`src/inc/aux_limit_regs.vh`:
```
// Register map, field positions and reset values of the auxiliary monitor limit block.
// Function
// RULE1: Alarm byte 0x70 bit 1 is high exactly while input b is above its high alarm limit.
// RULE2: Alarm byte 0x70 bit 0 is high exactly while input b is below its low alarm limit.
// RULE3: Warning byte 0x74 bit 1 is high exactly while input b is above its high warning limit.
// RULE4: Warning byte 0x74 bit 0 is high exactly while input b is below its low warning limit.
// RULE5: Alarm byte 0x71 bit 7 is high exactly while input c is above its high alarm limit.
// RULE6: Alarm byte 0x71 bit 6 is high exactly while input c is below its low alarm limit.
// RULE7: Every threshold is a 16-bit shadowed register whose default is all zeros.
// RULE8: The input b measurement is held as an unsigned 16-bit volatile value at 0x66 and 0x67.
// RULE9: The input c measurement is held as an unsigned 16-bit volatile value at 0x68 and 0x69.
// RULE10: Each 16-bit value takes two byte addresses, high byte first; compares are unsigned.
`ifndef AUX_LIMIT_REGS_VH
`define AUX_LIMIT_REGS_VH

// ----------------------------------------------------------------------------
// Byte addresses
// ----------------------------------------------------------------------------
`define ADDR_B_HI_ALARM     8'h18
`define ADDR_B_LO_ALARM     8'h1a
`define ADDR_B_HI_WARN      8'h1c
`define ADDR_B_LO_WARN      8'h1e
`define ADDR_C_HI_ALARM     8'h20
`define ADDR_C_LO_ALARM     8'h22
`define ADDR_MEAS_B         8'h66
`define ADDR_MEAS_C         8'h68
`define ADDR_ALARM_FLAGS0   8'h70
`define ADDR_ALARM_FLAGS1   8'h71
`define ADDR_WARN_FLAGS0    8'h74
`define ADDR_IRQ_STATUS     8'h80
`define ADDR_IRQ_MASK       8'h81

// ----------------------------------------------------------------------------
// Flag bit positions and reset values
// ----------------------------------------------------------------------------
`define BIT_B_HI_ALARM      1
`define BIT_B_LO_ALARM      0
`define BIT_B_HI_WARN       1
`define BIT_B_LO_WARN       0
`define BIT_C_HI_ALARM      7
`define BIT_C_LO_ALARM      6
`define THRESH_RESET        16'h0000
`define MEAS_RESET          16'h0000
`define IRQ_MASK_RESET      8'h00

// Interrupt status layout: one sticky bit per flag rising edge.
`define IRQ_B_HI_ALARM      0
`define IRQ_B_LO_ALARM      1
`define IRQ_B_HI_WARN       2
`define IRQ_B_LO_WARN       3
`define IRQ_C_HI_ALARM      4
`define IRQ_C_LO_ALARM      5

`endif

```
`src/verilog/limit_compare.v`:
```
// Unsigned compare of one measurement against a high and a low limit.
`timescale 1ns/1ps
`default_nettype none
module limit_compare (
    input  wire [15:0] measure,
    input  wire [15:0] high_limit,
    input  wire [15:0] low_limit,
    output wire        above_high,
    output wire        below_low
);
    // Strict unsigned compares; equality raises neither flag.
    assign above_high = (measure > high_limit);   // see RULE10
    assign below_low  = (measure < low_limit);    // see RULE10
endmodule
`default_nettype wire

```
`src/verilog/aux_monitor_limit_compare.v`:
```
// Threshold registers, measurement holding, alarm flags for inputs b and c, and warning flags for input b.
`timescale 1ns/1ps
`default_nettype none
`include "aux_limit_regs.vh"
module aux_monitor_limit_compare (
    input  wire        clock,
    input  wire        srst,
    input  wire [7:0]  reg_addr,
    input  wire [7:0]  reg_wdata,
    input  wire        reg_wr,
    input  wire        reg_rd,
    output reg  [7:0]  reg_rdata,
    input  wire [15:0] meas_b_in,
    input  wire        meas_b_valid,
    input  wire [15:0] meas_c_in,
    input  wire        meas_c_valid,
    output wire [7:0]  alarm_flags0,
    output wire [7:0]  alarm_flags1,
    output wire [7:0]  warn_flags0,
    output wire        irq
);

    // ------------------------------------------------------------------------
    // Storage
    // ------------------------------------------------------------------------
    // Threshold index: 0 b high alarm, 1 b low alarm, 2 b high warn,
    // 3 b low warn, 4 c high alarm, 5 c low alarm.
    reg  [15:0] thresh_q [0:5];
    reg  [15:0] meas_b_q;
    reg  [15:0] meas_c_q;
    reg  [5:0]  flag_q;
    reg  [5:0]  irq_status_q;
    reg  [5:0]  irq_mask_q;
    wire [5:0]  flag_d;
    wire        b_hi_alarm;
    wire        b_lo_alarm;
    wire        b_hi_warn;
    wire        b_lo_warn;
    wire        c_hi_alarm;
    wire        c_lo_alarm;
    integer     i;

    // Maps either byte address of a threshold (bit 0 masked off) to its index, 7 if none.
    function [2:0] thresh_index;
        input [7:0] addr;
        begin
            case (addr & 8'hfe)
                `ADDR_B_HI_ALARM: thresh_index = 3'h0;
                `ADDR_B_LO_ALARM: thresh_index = 3'h1;
                `ADDR_B_HI_WARN:  thresh_index = 3'h2;
                `ADDR_B_LO_WARN:  thresh_index = 3'h3;
                `ADDR_C_HI_ALARM: thresh_index = 3'h4;
                `ADDR_C_LO_ALARM: thresh_index = 3'h5;
                default:          thresh_index = 3'h7;
            endcase
        end
    endfunction

    // Picks the byte of a 16-bit value that an address selects, high byte at even.
    function [7:0] byte_of;
        input [15:0] value;
        input [7:0]  addr;
        begin
            byte_of = addr[0] ? value[7:0] : value[15:8];   // see RULE10
        end
    endfunction

    // ------------------------------------------------------------------------
    // Comparators
    // ------------------------------------------------------------------------
    limit_compare u_b_alarm (
        .measure    (meas_b_q),
        .high_limit (thresh_q[0]),
        .low_limit  (thresh_q[1]),
        .above_high (b_hi_alarm),
        .below_low  (b_lo_alarm)
    );

    limit_compare u_b_warn (
        .measure    (meas_b_q),
        .high_limit (thresh_q[2]),
        .low_limit  (thresh_q[3]),
        .above_high (b_hi_warn),
        .below_low  (b_lo_warn)
    );

    limit_compare u_c_alarm (
        .measure    (meas_c_q),
        .high_limit (thresh_q[4]),
        .low_limit  (thresh_q[5]),
        .above_high (c_hi_alarm),
        .below_low  (c_lo_alarm)
    );

    // Flag order follows the interrupt status layout.
    assign flag_d = {c_lo_alarm, c_hi_alarm, b_lo_warn, b_hi_warn, b_lo_alarm, b_hi_alarm};

    // ------------------------------------------------------------------------
    // Flag outputs
    // ------------------------------------------------------------------------
    // Live flags, set and cleared by the compare alone.
    assign alarm_flags0 = {6'h00, flag_q[`IRQ_B_HI_ALARM], flag_q[`IRQ_B_LO_ALARM]};  // see RULE1
    assign warn_flags0  = {6'h00, flag_q[`IRQ_B_HI_WARN], flag_q[`IRQ_B_LO_WARN]};    // see RULE3
    assign alarm_flags1 = {flag_q[`IRQ_C_HI_ALARM], flag_q[`IRQ_C_LO_ALARM], 6'h00};  // see RULE5
    assign irq          = |(irq_status_q & irq_mask_q);

    // ------------------------------------------------------------------------
    // Registers
    // ------------------------------------------------------------------------
    // Measurements, thresholds, flags and interrupt state.
    always @(posedge clock) begin
        if (srst) begin
            for (i = 0; i < 6; i = i + 1) begin
                thresh_q[i] <= `THRESH_RESET;                     // see RULE7
            end
            meas_b_q     <= `MEAS_RESET;
            meas_c_q     <= `MEAS_RESET;
            flag_q       <= 6'h00;
            irq_status_q <= 6'h00;
            irq_mask_q   <= 6'h00;
        end else begin
            if (meas_b_valid) begin
                meas_b_q <= meas_b_in;                            // see RULE8
            end
            if (meas_c_valid) begin
                meas_c_q <= meas_c_in;                            // see RULE9
            end
            // Flags track the compare each cycle, both setting and clearing.
            flag_q <= flag_d; // see RULE1 RULE2 RULE3 RULE4 RULE5 RULE6
            if (reg_wr && thresh_index(reg_addr) != 3'h7) begin
                if (reg_addr[0]) begin
                    thresh_q[thresh_index(reg_addr)][7:0] <= reg_wdata;   // see RULE10
                end else begin
                    thresh_q[thresh_index(reg_addr)][15:8] <= reg_wdata;  // see RULE10
                end
            end
            if (reg_wr && reg_addr == `ADDR_IRQ_MASK) begin
                irq_mask_q <= reg_wdata[5:0];
            end
            // A new rising flag wins over a write-one clear in the same cycle.
            if (reg_wr && reg_addr == `ADDR_IRQ_STATUS) begin
                irq_status_q <= (irq_status_q & ~reg_wdata[5:0]) | (flag_d & ~flag_q);
            end else begin
                irq_status_q <= irq_status_q | (flag_d & ~flag_q);
            end
        end
    end

    // ------------------------------------------------------------------------
    // Read port
    // ------------------------------------------------------------------------
    // Read data stands in the cycle after the read strobe; unmapped reads zero.
    always @(posedge clock) begin
        if (srst) begin
            reg_rdata <= 8'h00;
        end else if (reg_rd) begin
            if (thresh_index(reg_addr) != 3'h7) begin
                reg_rdata <= byte_of(thresh_q[thresh_index(reg_addr)], reg_addr);
            end else begin
                case (reg_addr)
                    `ADDR_MEAS_B,
                    `ADDR_MEAS_B + 8'h01: reg_rdata <= byte_of(meas_b_q, reg_addr); // see RULE8
                    `ADDR_MEAS_C,
                    `ADDR_MEAS_C + 8'h01: reg_rdata <= byte_of(meas_c_q, reg_addr); // see RULE9
                    `ADDR_ALARM_FLAGS0:   reg_rdata <= alarm_flags0;
                    `ADDR_ALARM_FLAGS1:   reg_rdata <= alarm_flags1;
                    `ADDR_WARN_FLAGS0:    reg_rdata <= warn_flags0;
                    `ADDR_IRQ_STATUS:     reg_rdata <= {2'h0, irq_status_q};
                    `ADDR_IRQ_MASK:       reg_rdata <= {2'h0, irq_mask_q};
                    default:              reg_rdata <= 8'h00;
                endcase
            end
        end else begin
            reg_rdata <= 8'h00;
        end
    end

endmodule
`default_nettype wire

```
`config.mk`:
```
export PLATFORM = sky130hd
export DESIGN_NAME = aux_monitor_limit_compare
export DESIGN_NICKNAME = d
export VERILOG_FILES = /design/src/verilog/limit_compare.v /design/src/verilog/aux_monitor_limit_compare.v
export VERILOG_INCLUDE_DIRS = /design/src /design/src/inc
export SDC_FILE = /design/constraint.sdc
export NUM_CORES = 1
export LEC_CHECK = 0
export ABC_AREA = 1
export BUFFER_PORTS_ARGS = -buffer_cell sky130_fd_sc_hd__buf_4
export CORE_MARGIN = 1
export CORE_UTILIZATION = 36
export DETAILED_ROUTE_END_ITERATION = 10
export PLACE_DENSITY = 0.55
export SLEW_MARGIN = 20
export SYNTH_ARGS = -nofsm -noshare
export SYNTH_HDL_FRONTEND = slang
export SYNTH_HIERARCHICAL = 1
export SYNTH_SLANG_ARGS = --single-unit
```
`constraint.sdc`:
```
create_clock -name clock -period 3.25 [get_ports clock]
set_clock_uncertainty 0.15 [all_clocks]
set_input_delay 0.4875 -clock clock [delete_from_list [all_inputs] [get_ports clock]]
set_output_delay 0.4875 -clock clock [all_outputs]
set_load 0.005 [all_outputs]
```
==> reports/metrics.cfg, run 1 <==
[timing]
whs_ns = 0.105
timing.fmax_mhz = 420
period_needed_ns = 2.38
fin_setup_tns_ns = 0
setup_viol = 0
rsz0062_at_grt = false
slew_headroom_pct = 56.2
min_period_over_period_pct = 73.2
finalHoldViolCount = 0
worst_pin_slew_ns = 0.657
drv_slew = 0

[setup_path]
path_max_fanout = 21
start_kind = primary input
worstSetupStartpoint = reg_addr[5]
worst-path-buf-inv = 2
r2r_cells = 10
path_cells = buf_4, nor2_1, nand3_2, nand2_4, buf_4, nand3_1, nand2_2, nand3_2, nand2_1
r2r_end = irq_status_q[3]
crit_path_end_kind = flip-flop
crit_family = simple AND/OR/NAND/NOR gates
rr_startpoint = meas_b_q[5]
worstPathRequired_ns = 3.22
rrSetupSlack_ns = 1.07
arrival_ns = 2.35
slowest_delay_ns = 0.36
path_class = in2reg
cp_slowest_cell = nand2_1

[yosys]
syn_inst = 1450
synthDistinctLibCells = 35
ys_seq_elements = 186
synth_area_um2 = 11300
yosysWarningCount = 6
ys_seq_area_share_pct = 44.5
synth.avg_cell_area_um2 = 7.76

[cts]
cts_buffers = 17
ctsResizeCount = 0
cts.sinks = 186
clock_latency_ns = 0.45
cts_tree = yes
htreeDepth = 4
clock-root-buffer = clkbuf_16
cts_setup_buffers = 0
clk_path_buf_depth = 2
clkTransAtPathRegs_ns = 0.08
ctsHoldBuffers = 0

[layout]
antenna_cells = 0
syn_to_final_growth_pct = 14.5
layout_common_cells = 272 x nand2_1, 250 x nor2_1, 241 x inv_1
final_common_cell = nand2_1
drive_above_1_share_pct = 11.1
final_net_count = 1691

[floorplanning]
ioPinCount = 87
core_area_um2 = 30700
die-area_um2 = 32000
initial_core_util_pct = 36.7
die_w_um = 179
die_h_um = 179
num_rows = 64

[place]
routabilityCongestion = 0.885
io_buffers = 68
dp_hpwl_mm = 25.5

[global_routing]
antenna_found_initial = 0
grt_usage_pct = 22.3
overflow = 0
grt_pass1_wl_mm = 52.3
grt_pass1_vias = 9202
grt_max_degree = 70

[hold_path]
holdPathEnd = meas_c_q[7]
hold_path_depth = 3
holdCritPathClass = in2reg
hp-start = meas_c_in[7]

[route]
drc = 0
routed_wl_mm = 34.3
wl_per_cell_um = 17.6
drt_iter0_drc = 803
vias_per_cell = 4.91
via_count = 9583
dr.pass1.iters = 5
final_antenna_net_count = 0

[power]
p_leak_nw = 6.26
powerDensity_nw_per_um2 = 432
p_total_mw = 5.57
ir_worst_vdd_mv = 0.363

[status]
status = complete, no violations

[job]
max_cap_violations = 0

worst register-to-register path, stage by stage, from the launching register on:
cell and delay (ns):
dfxtp_1 0.61, ha_1 0.33, a21oi_1 0.14, nor2_1 0.07
nor3_2 0.10, nand2_1 0.15, a21oi_2 0.25, inv_1 0.07
nor2_1 0.11, nand2_1 0.06, o21ai_0 0.07
kinds of logic after synthesis:
logic type	count (synthesis)	share of synthesized area [%]
AOI/OAI and AO/OA	139	6.63
adders and majority gates	93	10.3
buffers and inverters	326	11.6
DFF	186	44.5
other	1	0.0333
and+or+nand+nor	705	26.9
area by class of cell:
type / count / area, um2
fillers: 3115 / 17800
clock buffers: 17 / 425
multi-input cells: 987 / 5120
clock inverters: 15 / 148
repair buffers: 90 / 701
inverters: 262 / 983
flip-flops and latches: 186 / 5000
well taps: 396 / 495
how the worst max path moves through the flow:
stage | end | slack, ns | cells after the start
after floorplan | thresh_q[5][10] | 0.71 | 8
after global placement | thresh_q[2][0] | 0.41 | 10
after detailed placement | thresh_q[2][0] | 0.42 | 9
after CTS | thresh_q[2][0] | 0.88 | 9
after global routing | thresh_q[1][2] | 0.77 | 8
final | thresh_q[2][0] | 0.87 | 9
metal layers:
layer / up-vias / GRT usage (%) / wire (um)
li1: 4756 / - / -
met2: 321 / 36.0 / 15600
met5: - / 0 / 0
met4: 0 / 8.79 / 1020
met1: 4447 / 29.5 / 15600
met3: 59 / 3.94 / 2090
registers in the layout, summed over array words and instances, names as in the netlist:
signal,cells
thresh_q,128
meas_b_q,16
meas_c_q,16
reg_rdata,8
flag_q,6
irq_mask_q,6
irq_status_q,6
metrics by stage:
step / cell area, um2 / setup WS [ns] / cells / util [%]
final: 12900 / 0.870 / 1953 / 42.0
after global routing: 12900 / 0.773 / 1953 / 42.0
after CTS: 12900 / 0.879 / 1953 / 42.0
after detailed placement: 12300 / 0.424 / 1921 / 40.1
after global placement: 12300 / 0.406 / 1921 / 40.1
after floorplan: 11400 / 0.713 / 1499 / -
power by group:
group	leakage, nW	internal (mW)	switching (mW)
logic	4.28	0.266	0.442
clock network	0.282	1.02	1.06
registers	1.69	2.65	0.123
Yosys cell counts:
library cell    n  area share [%]
nor2_1        250             8.3
o21ai_2         1           0.078
a221oi_1        1           0.078
buf_2           9            0.40
nor2_2          6            0.33
o21ai_1         1           0.044
a21oi_2         6            0.47
nor3b_1         1           0.067
a21oi_1        63             2.8
nand2_1       272             9.1
nand2_4         1            0.10
dfxtp_1        58              10
o22ai_1         7            0.39
o21ai_0        56             2.5
nand3_2         8            0.71
nand3b_1        8            0.53
nor2_4          1            0.10
nand4_2         3            0.33
nand4_1         9            0.50
a21o_1          3            0.20
inv_1         241             8.0
o221ai_1        1           0.078
nor3_4          1            0.14
ha_1           93              10
nand3_1       121             5.4
clkinv_1        5            0.17
conb_1          1           0.033
clkbuf_1       35             1.2
inv_2          16            0.53
edfxtp_1      128              34
nor3_2          2            0.18
nor3_1         12            0.53
buf_4          20             1.3
nor4_1          4            0.22
nand2_2         6            0.33
Note: power is estimated with default switching activity, not from simulation.
==> run 2, diff against run 1 <==
- clock period: 3.25 -> 2.2 ns (I/O delays scaled with it)
==> run 2 against run 1 <==
  * Die area did not move
  * Sequential power rose by 47%
  * Core utilization rose by 3.8 points
  * Final cell count is 5.4% higher
  * Sequential share of layout area decreased by 3.2 points
  * Setup slack lost 0.68 ns
  * Wire length is 1.4% higher
  * Worst hold slack lost 0.079 ns
  * First-iteration DRC count is 8.2% higher
  * Via count increased by 3.5%
  * Critical path type is now reg2reg
  * Largest cell class unchanged
  * Largest power group unchanged
==> reports/metrics.cfg, run 2 (synthesis results as in run 1) <==
[floorplanning]
die_w_um = 179  ; unchanged
initial_core_util_pct = 36.7  ; unchanged
core_area_um2 = 30700  ; unchanged
ioPinCount = 87  ; unchanged
die-area_um2 = 32000  ; unchanged
num_rows = 64  ; unchanged
die_h_um = 179  ; unchanged

[cts]
cts_tree = yes
clock-root-buffer = clkbuf_16
clk_path_buf_depth = 2  ; unchanged
clkTransAtPathRegs_ns = 0.08  ; about the same
cts_buffers = 17  ; unchanged
cts.sinks = 186  ; unchanged
htreeDepth = 4  ; unchanged
clock_latency_ns = 0.44  ; about the same
cts_setup_buffers = 0  ; unchanged

[place]
dpl-instance-area_um2 = 13200  ; +6.9%
io_buffers = 68  ; unchanged
dp_hpwl_mm = 27.0  ; +5.6%
routabilityCongestion = 0.912  ; +3.1%

[power]
powerDensity_nw_per_um2 = 597  ; +38%
p_switching_mw = 2.34  ; +44%
pwr-share-clk_pct = 36.8  ; -0.6 points
internal_power_mw = 6.05  ; +53%
pwr-share-seq_pct = 48.8  ; -1.1 points
p_sw_share_pct = 27.9  ; -1.2 points
ir_worst_vdd_mv = 0.546  ; +50%
power.share.combinational_pct = 14.3  ; +1.6 points
p_leak_nw = 6.86  ; +9.7%

[hold_path]
holdPathEnd = irq_mask_q[1]
holdCritPathClass = in2reg
hp-start = reg_wdata[1]
hold_path_depth = 3  ; unchanged

[route]
dr_wl_met3_mm = 1.76  ; -16%
via_count = 9914  ; +3.5%
wl_per_cell_um = 16.9  ; -3.8%
dr.max_layer_used = met4
dr.pass1.iters = 6  ; +1
drc = 0  ; unchanged
wl_met1_mm = 15.9  ; +1.8%
drt_iter0_drc = 869  ; +8.2%
wl_met2_mm = 16.3  ; +4.3%
final_antenna_net_count = 0  ; unchanged
routed_wl_mm = 34.8  ; +1.4%
vias_per_cell = 4.82  ; -1.8%

[layout]
antenna_cells = 0  ; unchanged
layout_common_cells = 272 x nand2_1, 250 x nor2_1, 241 x inv_1
fin_util_pct = 45.8  ; +3.8 points
syn_to_final_growth_pct = 24.8
drive_above_1_share_pct = 15.1  ; +4.0 points
top_register = thresh_q
largest_reg_flops = 128  ; unchanged
final_common_cell = nand2_1
top_regs = thresh_q (128), meas_b_q (16), meas_c_q (16)
final_net_count = 1796  ; +6.2%
fin_area_um2 = 14000  ; +9.0%

[setup_path]
cp_slowest_cell = dfxtp_1
path_cells = buf_4, ha_1, nand2_1, inv_2, nand2_1, nand2_1, nand2_1, nand2_1, nand2_1, a21oi_2, inv_1, nor2_1, nand2_1, o21ai_0
arrival_ns = 2.24  ; -0.11 ns
crit_top_cell = nand2_1
path_class = reg2reg
worst-path-buf-inv = 3  ; +1
path_max_fanout = 5  ; -76%
r2r_cells = 14  ; +4
slowest_delay_ns = 0.40  ; +0.04 ns
crit_path_end_kind = flip-flop
worstPathRequired_ns = 2.43  ; -0.79 ns
rr_startpoint = meas_b_q[3]
rrSetupSlack_ns = 0.19  ; -0.88 ns
start_kind = flip-flop
r2r_end = irq_status_q[2]
crit_family = simple AND/OR/NAND/NOR gates

[timing]
setup_viol = 0  ; unchanged
period_needed_ns = 2.01
worst_pin_slew_ns = 0.539  ; -0.118 ns
rsz0062_at_grt = false
min_period_over_period_pct = 91.5
timing.fmax_mhz = 497
finalHoldViolCount = 0  ; unchanged
slew_headroom_pct = 64.0  ; +7.8 points
whs_ns = 0.0262  ; -0.0791 ns
drv_slew = 0  ; unchanged

[global_routing]
grt_usage_pct = 22.7  ; +0.35 points
grt_pass1_vias = 9428  ; +2.5%
grt_pass1_wl_mm = 53.3  ; +2.0%
grt_max_degree = 54  ; -23%
antenna_found_initial = 0  ; unchanged
overflow = 0  ; unchanged

[job]
max_cap_violations = 0  ; unchanged

[status]
status = complete, no violations

## run 2: changes by cell type in the layout (fill, tap and decap cells not counted), sizes merged
cell and delta:
clkinvlp -1, inv +1, dlygate4sd3 +30, bufinv +1, buf +75, clkbuf +2
clkinv -3
## run 2: tightest hold or removal path: stages
cell and delay, ns:
buf_4 0.08, o21ai_0 0.07, a21oi_1 0.10
## run 2: metal layers
layer	GRT usage, %	up-vias
li1	-	4976
met5	0	-
met4	7.94	0
met1	29.9	4623
met3	3.52	48
met2	37.4	267
## run 2: timing repair
action	in CTS	in global routing
setup endpoints to repair	0	4
hold buffers	30	0
gates resized for setup	0	5
hold endpoints to repair	30	0
## run 2: metrics by stage
step | setup TNS [ns] | power, mW | cells | setup slack, ns
final | 0 | 8.39 | 2058 | 0.188
after global routing | 0 | 8.75 | 2058 | 0.0214
after CTS | 0 | 8.43 | 2058 | 0.0308
after detailed placement | -1.72 | 5.32 | 1996 | -0.0945
after global placement | -0.998 | 5.29 | 1996 | -0.0771
after floorplan | 0 | 4.82 | 1499 | 0.0686
## run 2: final cells by class
| type | instances | area (um2) |
|---|---|---|
| fill | 3078 | 16600 |
| timing repair buffer | 195 | 1840 |
| clock buffer | 19 | 433 |
| sequential | 186 | 5010 |
| multi-input combinational | 987 | 5130 |
| tap | 396 | 495 |
| inverter | 262 | 983 |
| clock inverter | 13 | 149 |
## run 2: power by group through the flow
stage	Sequential, mW	Clock (mW)	Combinational (mW)
2_1_floorplan	4.09	0	0.732
3_3_place_gp	4.18	0	1.12
3_5_place_dp	4.17	0	1.14
4_1_cts	4.10	3.14	1.19
5_1_grt	4.12	3.27	1.36
6_report	4.10	3.09	1.20
## run 2: how the worst max path moves through the flow
stage	startpoint	end	cells past startpoint
after floorplan	reg_addr[5]	thresh_q[4][0]	11
after global placement	reg_addr[5]	thresh_q[4][11]	11
after detailed placement	reg_addr[5]	thresh_q[4][9]	11
after CTS	meas_b_q[7]	irq_status_q[1]	8
after global routing	meas_b_q[5]	irq_status_q[3]	10
final	meas_b_q[3]	irq_status_q[2]	14
==> run 3, diff against run 2 <==
- CTS_BUF_LIST: unset -> sky130_fd_sc_hd__clkbuf_8
==> run 3 against run 2 <==
  * Non-clock buffer count increased by 9
  * First-iteration DRC count decreased by 0.58%
  * Sequential power about the same
  * Setup slack got worse by 0.021 ns
  * Flip-flop and latch count unchanged
  * Sequential share of layout area increased by 0.22 points
  * Clock-buffer cell count decreased by 2
  * Final area decreased by 0.62%
  * Fmax decreased by 1.0%
  * Largest cell class unchanged
  * Largest power group unchanged
==> reports/metrics.cfg, run 3 (synthesis results as in run 1) <==
[layout]
final_net_count = 1805  ; +0.50%
largest_reg_flops = 128  ; unchanged
drive_above_1_share_pct = 15.1  ; -0.021 points
top_register = thresh_q
fin_util_pct = 45.5  ; -0.29 points
antenna_cells = 0  ; unchanged
syn_to_final_growth_pct = 24.0
final_common_cell = nand2_1
fin_area_um2 = 14000  ; -0.62%
layout_common_cells = 272 x nand2_1, 250 x nor2_1, 243 x inv_1
top_regs = thresh_q (128), meas_b_q (16), meas_c_q (16)

[global_routing]
grt_usage_pct = 22.7  ; about the same
overflow = 0  ; unchanged
grt_max_degree = 54  ; unchanged
grt_pass1_wl_mm = 53.4  ; +0.14%
antenna_found_initial = 0  ; unchanged
grt_pass1_vias = 9450  ; +0.23%

[floorplanning]
die-area_um2 = 32000  ; unchanged
ioPinCount = 87  ; unchanged
die_w_um = 179  ; unchanged
num_rows = 64  ; unchanged
die_h_um = 179  ; unchanged
initial_core_util_pct = 36.7  ; unchanged
core_area_um2 = 30700  ; unchanged

[route]
final_antenna_net_count = 0  ; unchanged
via_count = 9937  ; +0.23%
routed_wl_mm = 35.0  ; +0.46%
drc = 0  ; unchanged
drt_iter0_drc = 864  ; -0.58%
dr.pass1.iters = 5  ; -1
vias_per_cell = 4.81  ; -0.20%
wl_per_cell_um = 16.9  ; about the same

[timing]
period_needed_ns = 2.03  ; +0.0212 ns
setup_viol = 0  ; unchanged
finalHoldViolCount = 0  ; unchanged
min_period_over_period_pct = 92.4  ; +0.97 points
worst_pin_slew_ns = 0.539  ; -0.000335 ns
rsz0062_at_grt = false
drv_slew = 0  ; unchanged
slew_headroom_pct = 64.0  ; about the same
timing.fmax_mhz = 492  ; -1.0%

[setup_path]
cp_num_cells = 8  ; -6
worstPathRequired_ns = 2.29  ; -0.14 ns
path_max_fanout = 53  ; +48
path_cells = dlygate4sd3_1, buf_4, inv_2, buf_12, nand2_2, nand3_2, nand2_1, buf_12
rrSetupSlack_ns = 0.19  ; about the same
critPathCapture = thresh_q[0][7]
crit_top_cell = buf_12
r2r_end = irq_status_q[2]
worst-path-buf-inv = 5  ; +2
r2r_cells = 14  ; unchanged
arrival_ns = 2.13  ; -0.11 ns
path_class = in2reg
worstSetupStartpoint = srst
cp_slowest_cell = dlygate4sd3_1
slowest_delay_ns = 0.53  ; +0.13 ns
crit_path_end_kind = flip-flop
rr_startpoint = meas_b_q[3]
crit_family = buffers and inverters
start_kind = primary input

[power]
ir_worst_vdd_mv = 0.377  ; -31%
powerDensity_nw_per_um2 = 546  ; -8.5%
p_leak_nw = 6.83  ; -0.55%

[cts]
cts_buffers = 17  ; unchanged
cts.sinks = 186  ; unchanged
clkTransAtPathRegs_ns = 0.11  ; +0.03 ns
clk_path_buf_depth = 2  ; unchanged
htreeDepth = 4  ; unchanged
clock-root-buffer = clkbuf_8
clock_latency_ns = 0.49  ; +0.05 ns
cts_tree = yes
cts_setup_buffers = 0  ; unchanged

[hold_path]
holdCritPathClass = in2reg

[place]
io_buffers = 68  ; unchanged
dp_hpwl_mm = 27.0  ; unchanged
routabilityCongestion = 0.912  ; unchanged
dpl-instance-area_um2 = 13200  ; unchanged

[job]
max_cap_violations = 0  ; unchanged

[status]
status = complete, no violations

run 3: cell count changes in the layout (fill, tap and decap cells not counted):
| cell | before | now |
|---|---|---|
| a221oi_1 | 1 | 0 |
| a221oi_2 | 0 | 1 |
| clkbuf_1 | 2 | 0 |
| clkbuf_16 | 17 | 0 |
| clkbuf_8 | 0 | 17 |
| dlygate4sd3_1 | 30 | 39 |
| inv_1 | 241 | 243 |
| nand3_2 | 8 | 7 |
| nand3_4 | 0 | 1 |
run 3: area by class of cell:
| cell class | instances | area [um2] |
|---|---|---|
| inverters | 262 | 983 |
| repair buffers | 204 | 1930 |
| flip-flops and latches | 186 | 5010 |
| clock inverters | 15 | 156 |
| fillers | 3102 | 16700 |
| well taps | 396 | 495 |
| clock buffers | 17 | 234 |
| multi-input cells | 987 | 5150 |
run 3: worst min-delay path by stage:
| stage | slack (ns) | depth (start not counted) | end | from |
|---|---|---|---|---|
| after floorplan | 0.29 | 2 | irq_mask_q[1] | irq_mask_q[1] |
| after global placement | 0.31 | 2 | irq_mask_q[0] | irq_mask_q[0] |
| after detailed placement | 0.31 | 2 | irq_mask_q[0] | irq_mask_q[0] |
| after CTS | 0.05 | 3 | meas_c_q[3] | meas_c_valid |
| after global routing | 0.08 | 3 | meas_c_q[0] | meas_c_valid |
| final | 0.08 | 3 | meas_c_q[0] | meas_c_valid |
run 3: per-layer routing:
| metal | vias to the layer above | global-route usage [%] | share of wire, % |
|---|---|---|---|
| met4 | 0 | 8.09 | 2.5 |
| met5 | - | 0 | 0 |
| met1 | 4644 | 29.8 | 46 |
| met3 | 51 | 3.39 | 4.7 |
| met2 | 254 | 37.6 | 47 |
| li1 | 4988 | - | - |
run 3: power breakdown:
group | total (mW) | internal (mW) | switching (mW)
combinational | 1.22 | 0.513 | 0.703
clock | 2.32 | 0.945 | 1.37
sequential | 4.09 | 3.92 | 0.173
run 3: through the flow:
step / TNS [ns] / total power, mW / worst slack (ns) / hold WS (ns) / instances
after floorplan: 0 / 4.82 / 0.0686 / 0.289 / 1499
after global placement: -0.998 / 5.29 / -0.0771 / 0.308 / 1996
after detailed placement: -1.72 / 5.32 / -0.0945 / 0.306 / 1996
after CTS: 0 / 7.67 / 0.0320 / 0.0509 / 2067
after global routing: 0 / 7.98 / 0.0222 / 0.0803 / 2067
final: 0 / 7.63 / 0.167 / 0.0752 / 2067
run 3: what timing repair did:
item	in CTS	in global routing
hold endpoints to repair	48	0
gates resized for setup	0	7
hold buffers	39	0
endpoints found under the setup margin	0	9
run 3: tightest hold or removal path: stages:
cell	delay, ns
buf_4	0.17
o21ai_0	0.11
nor2_1	0.07
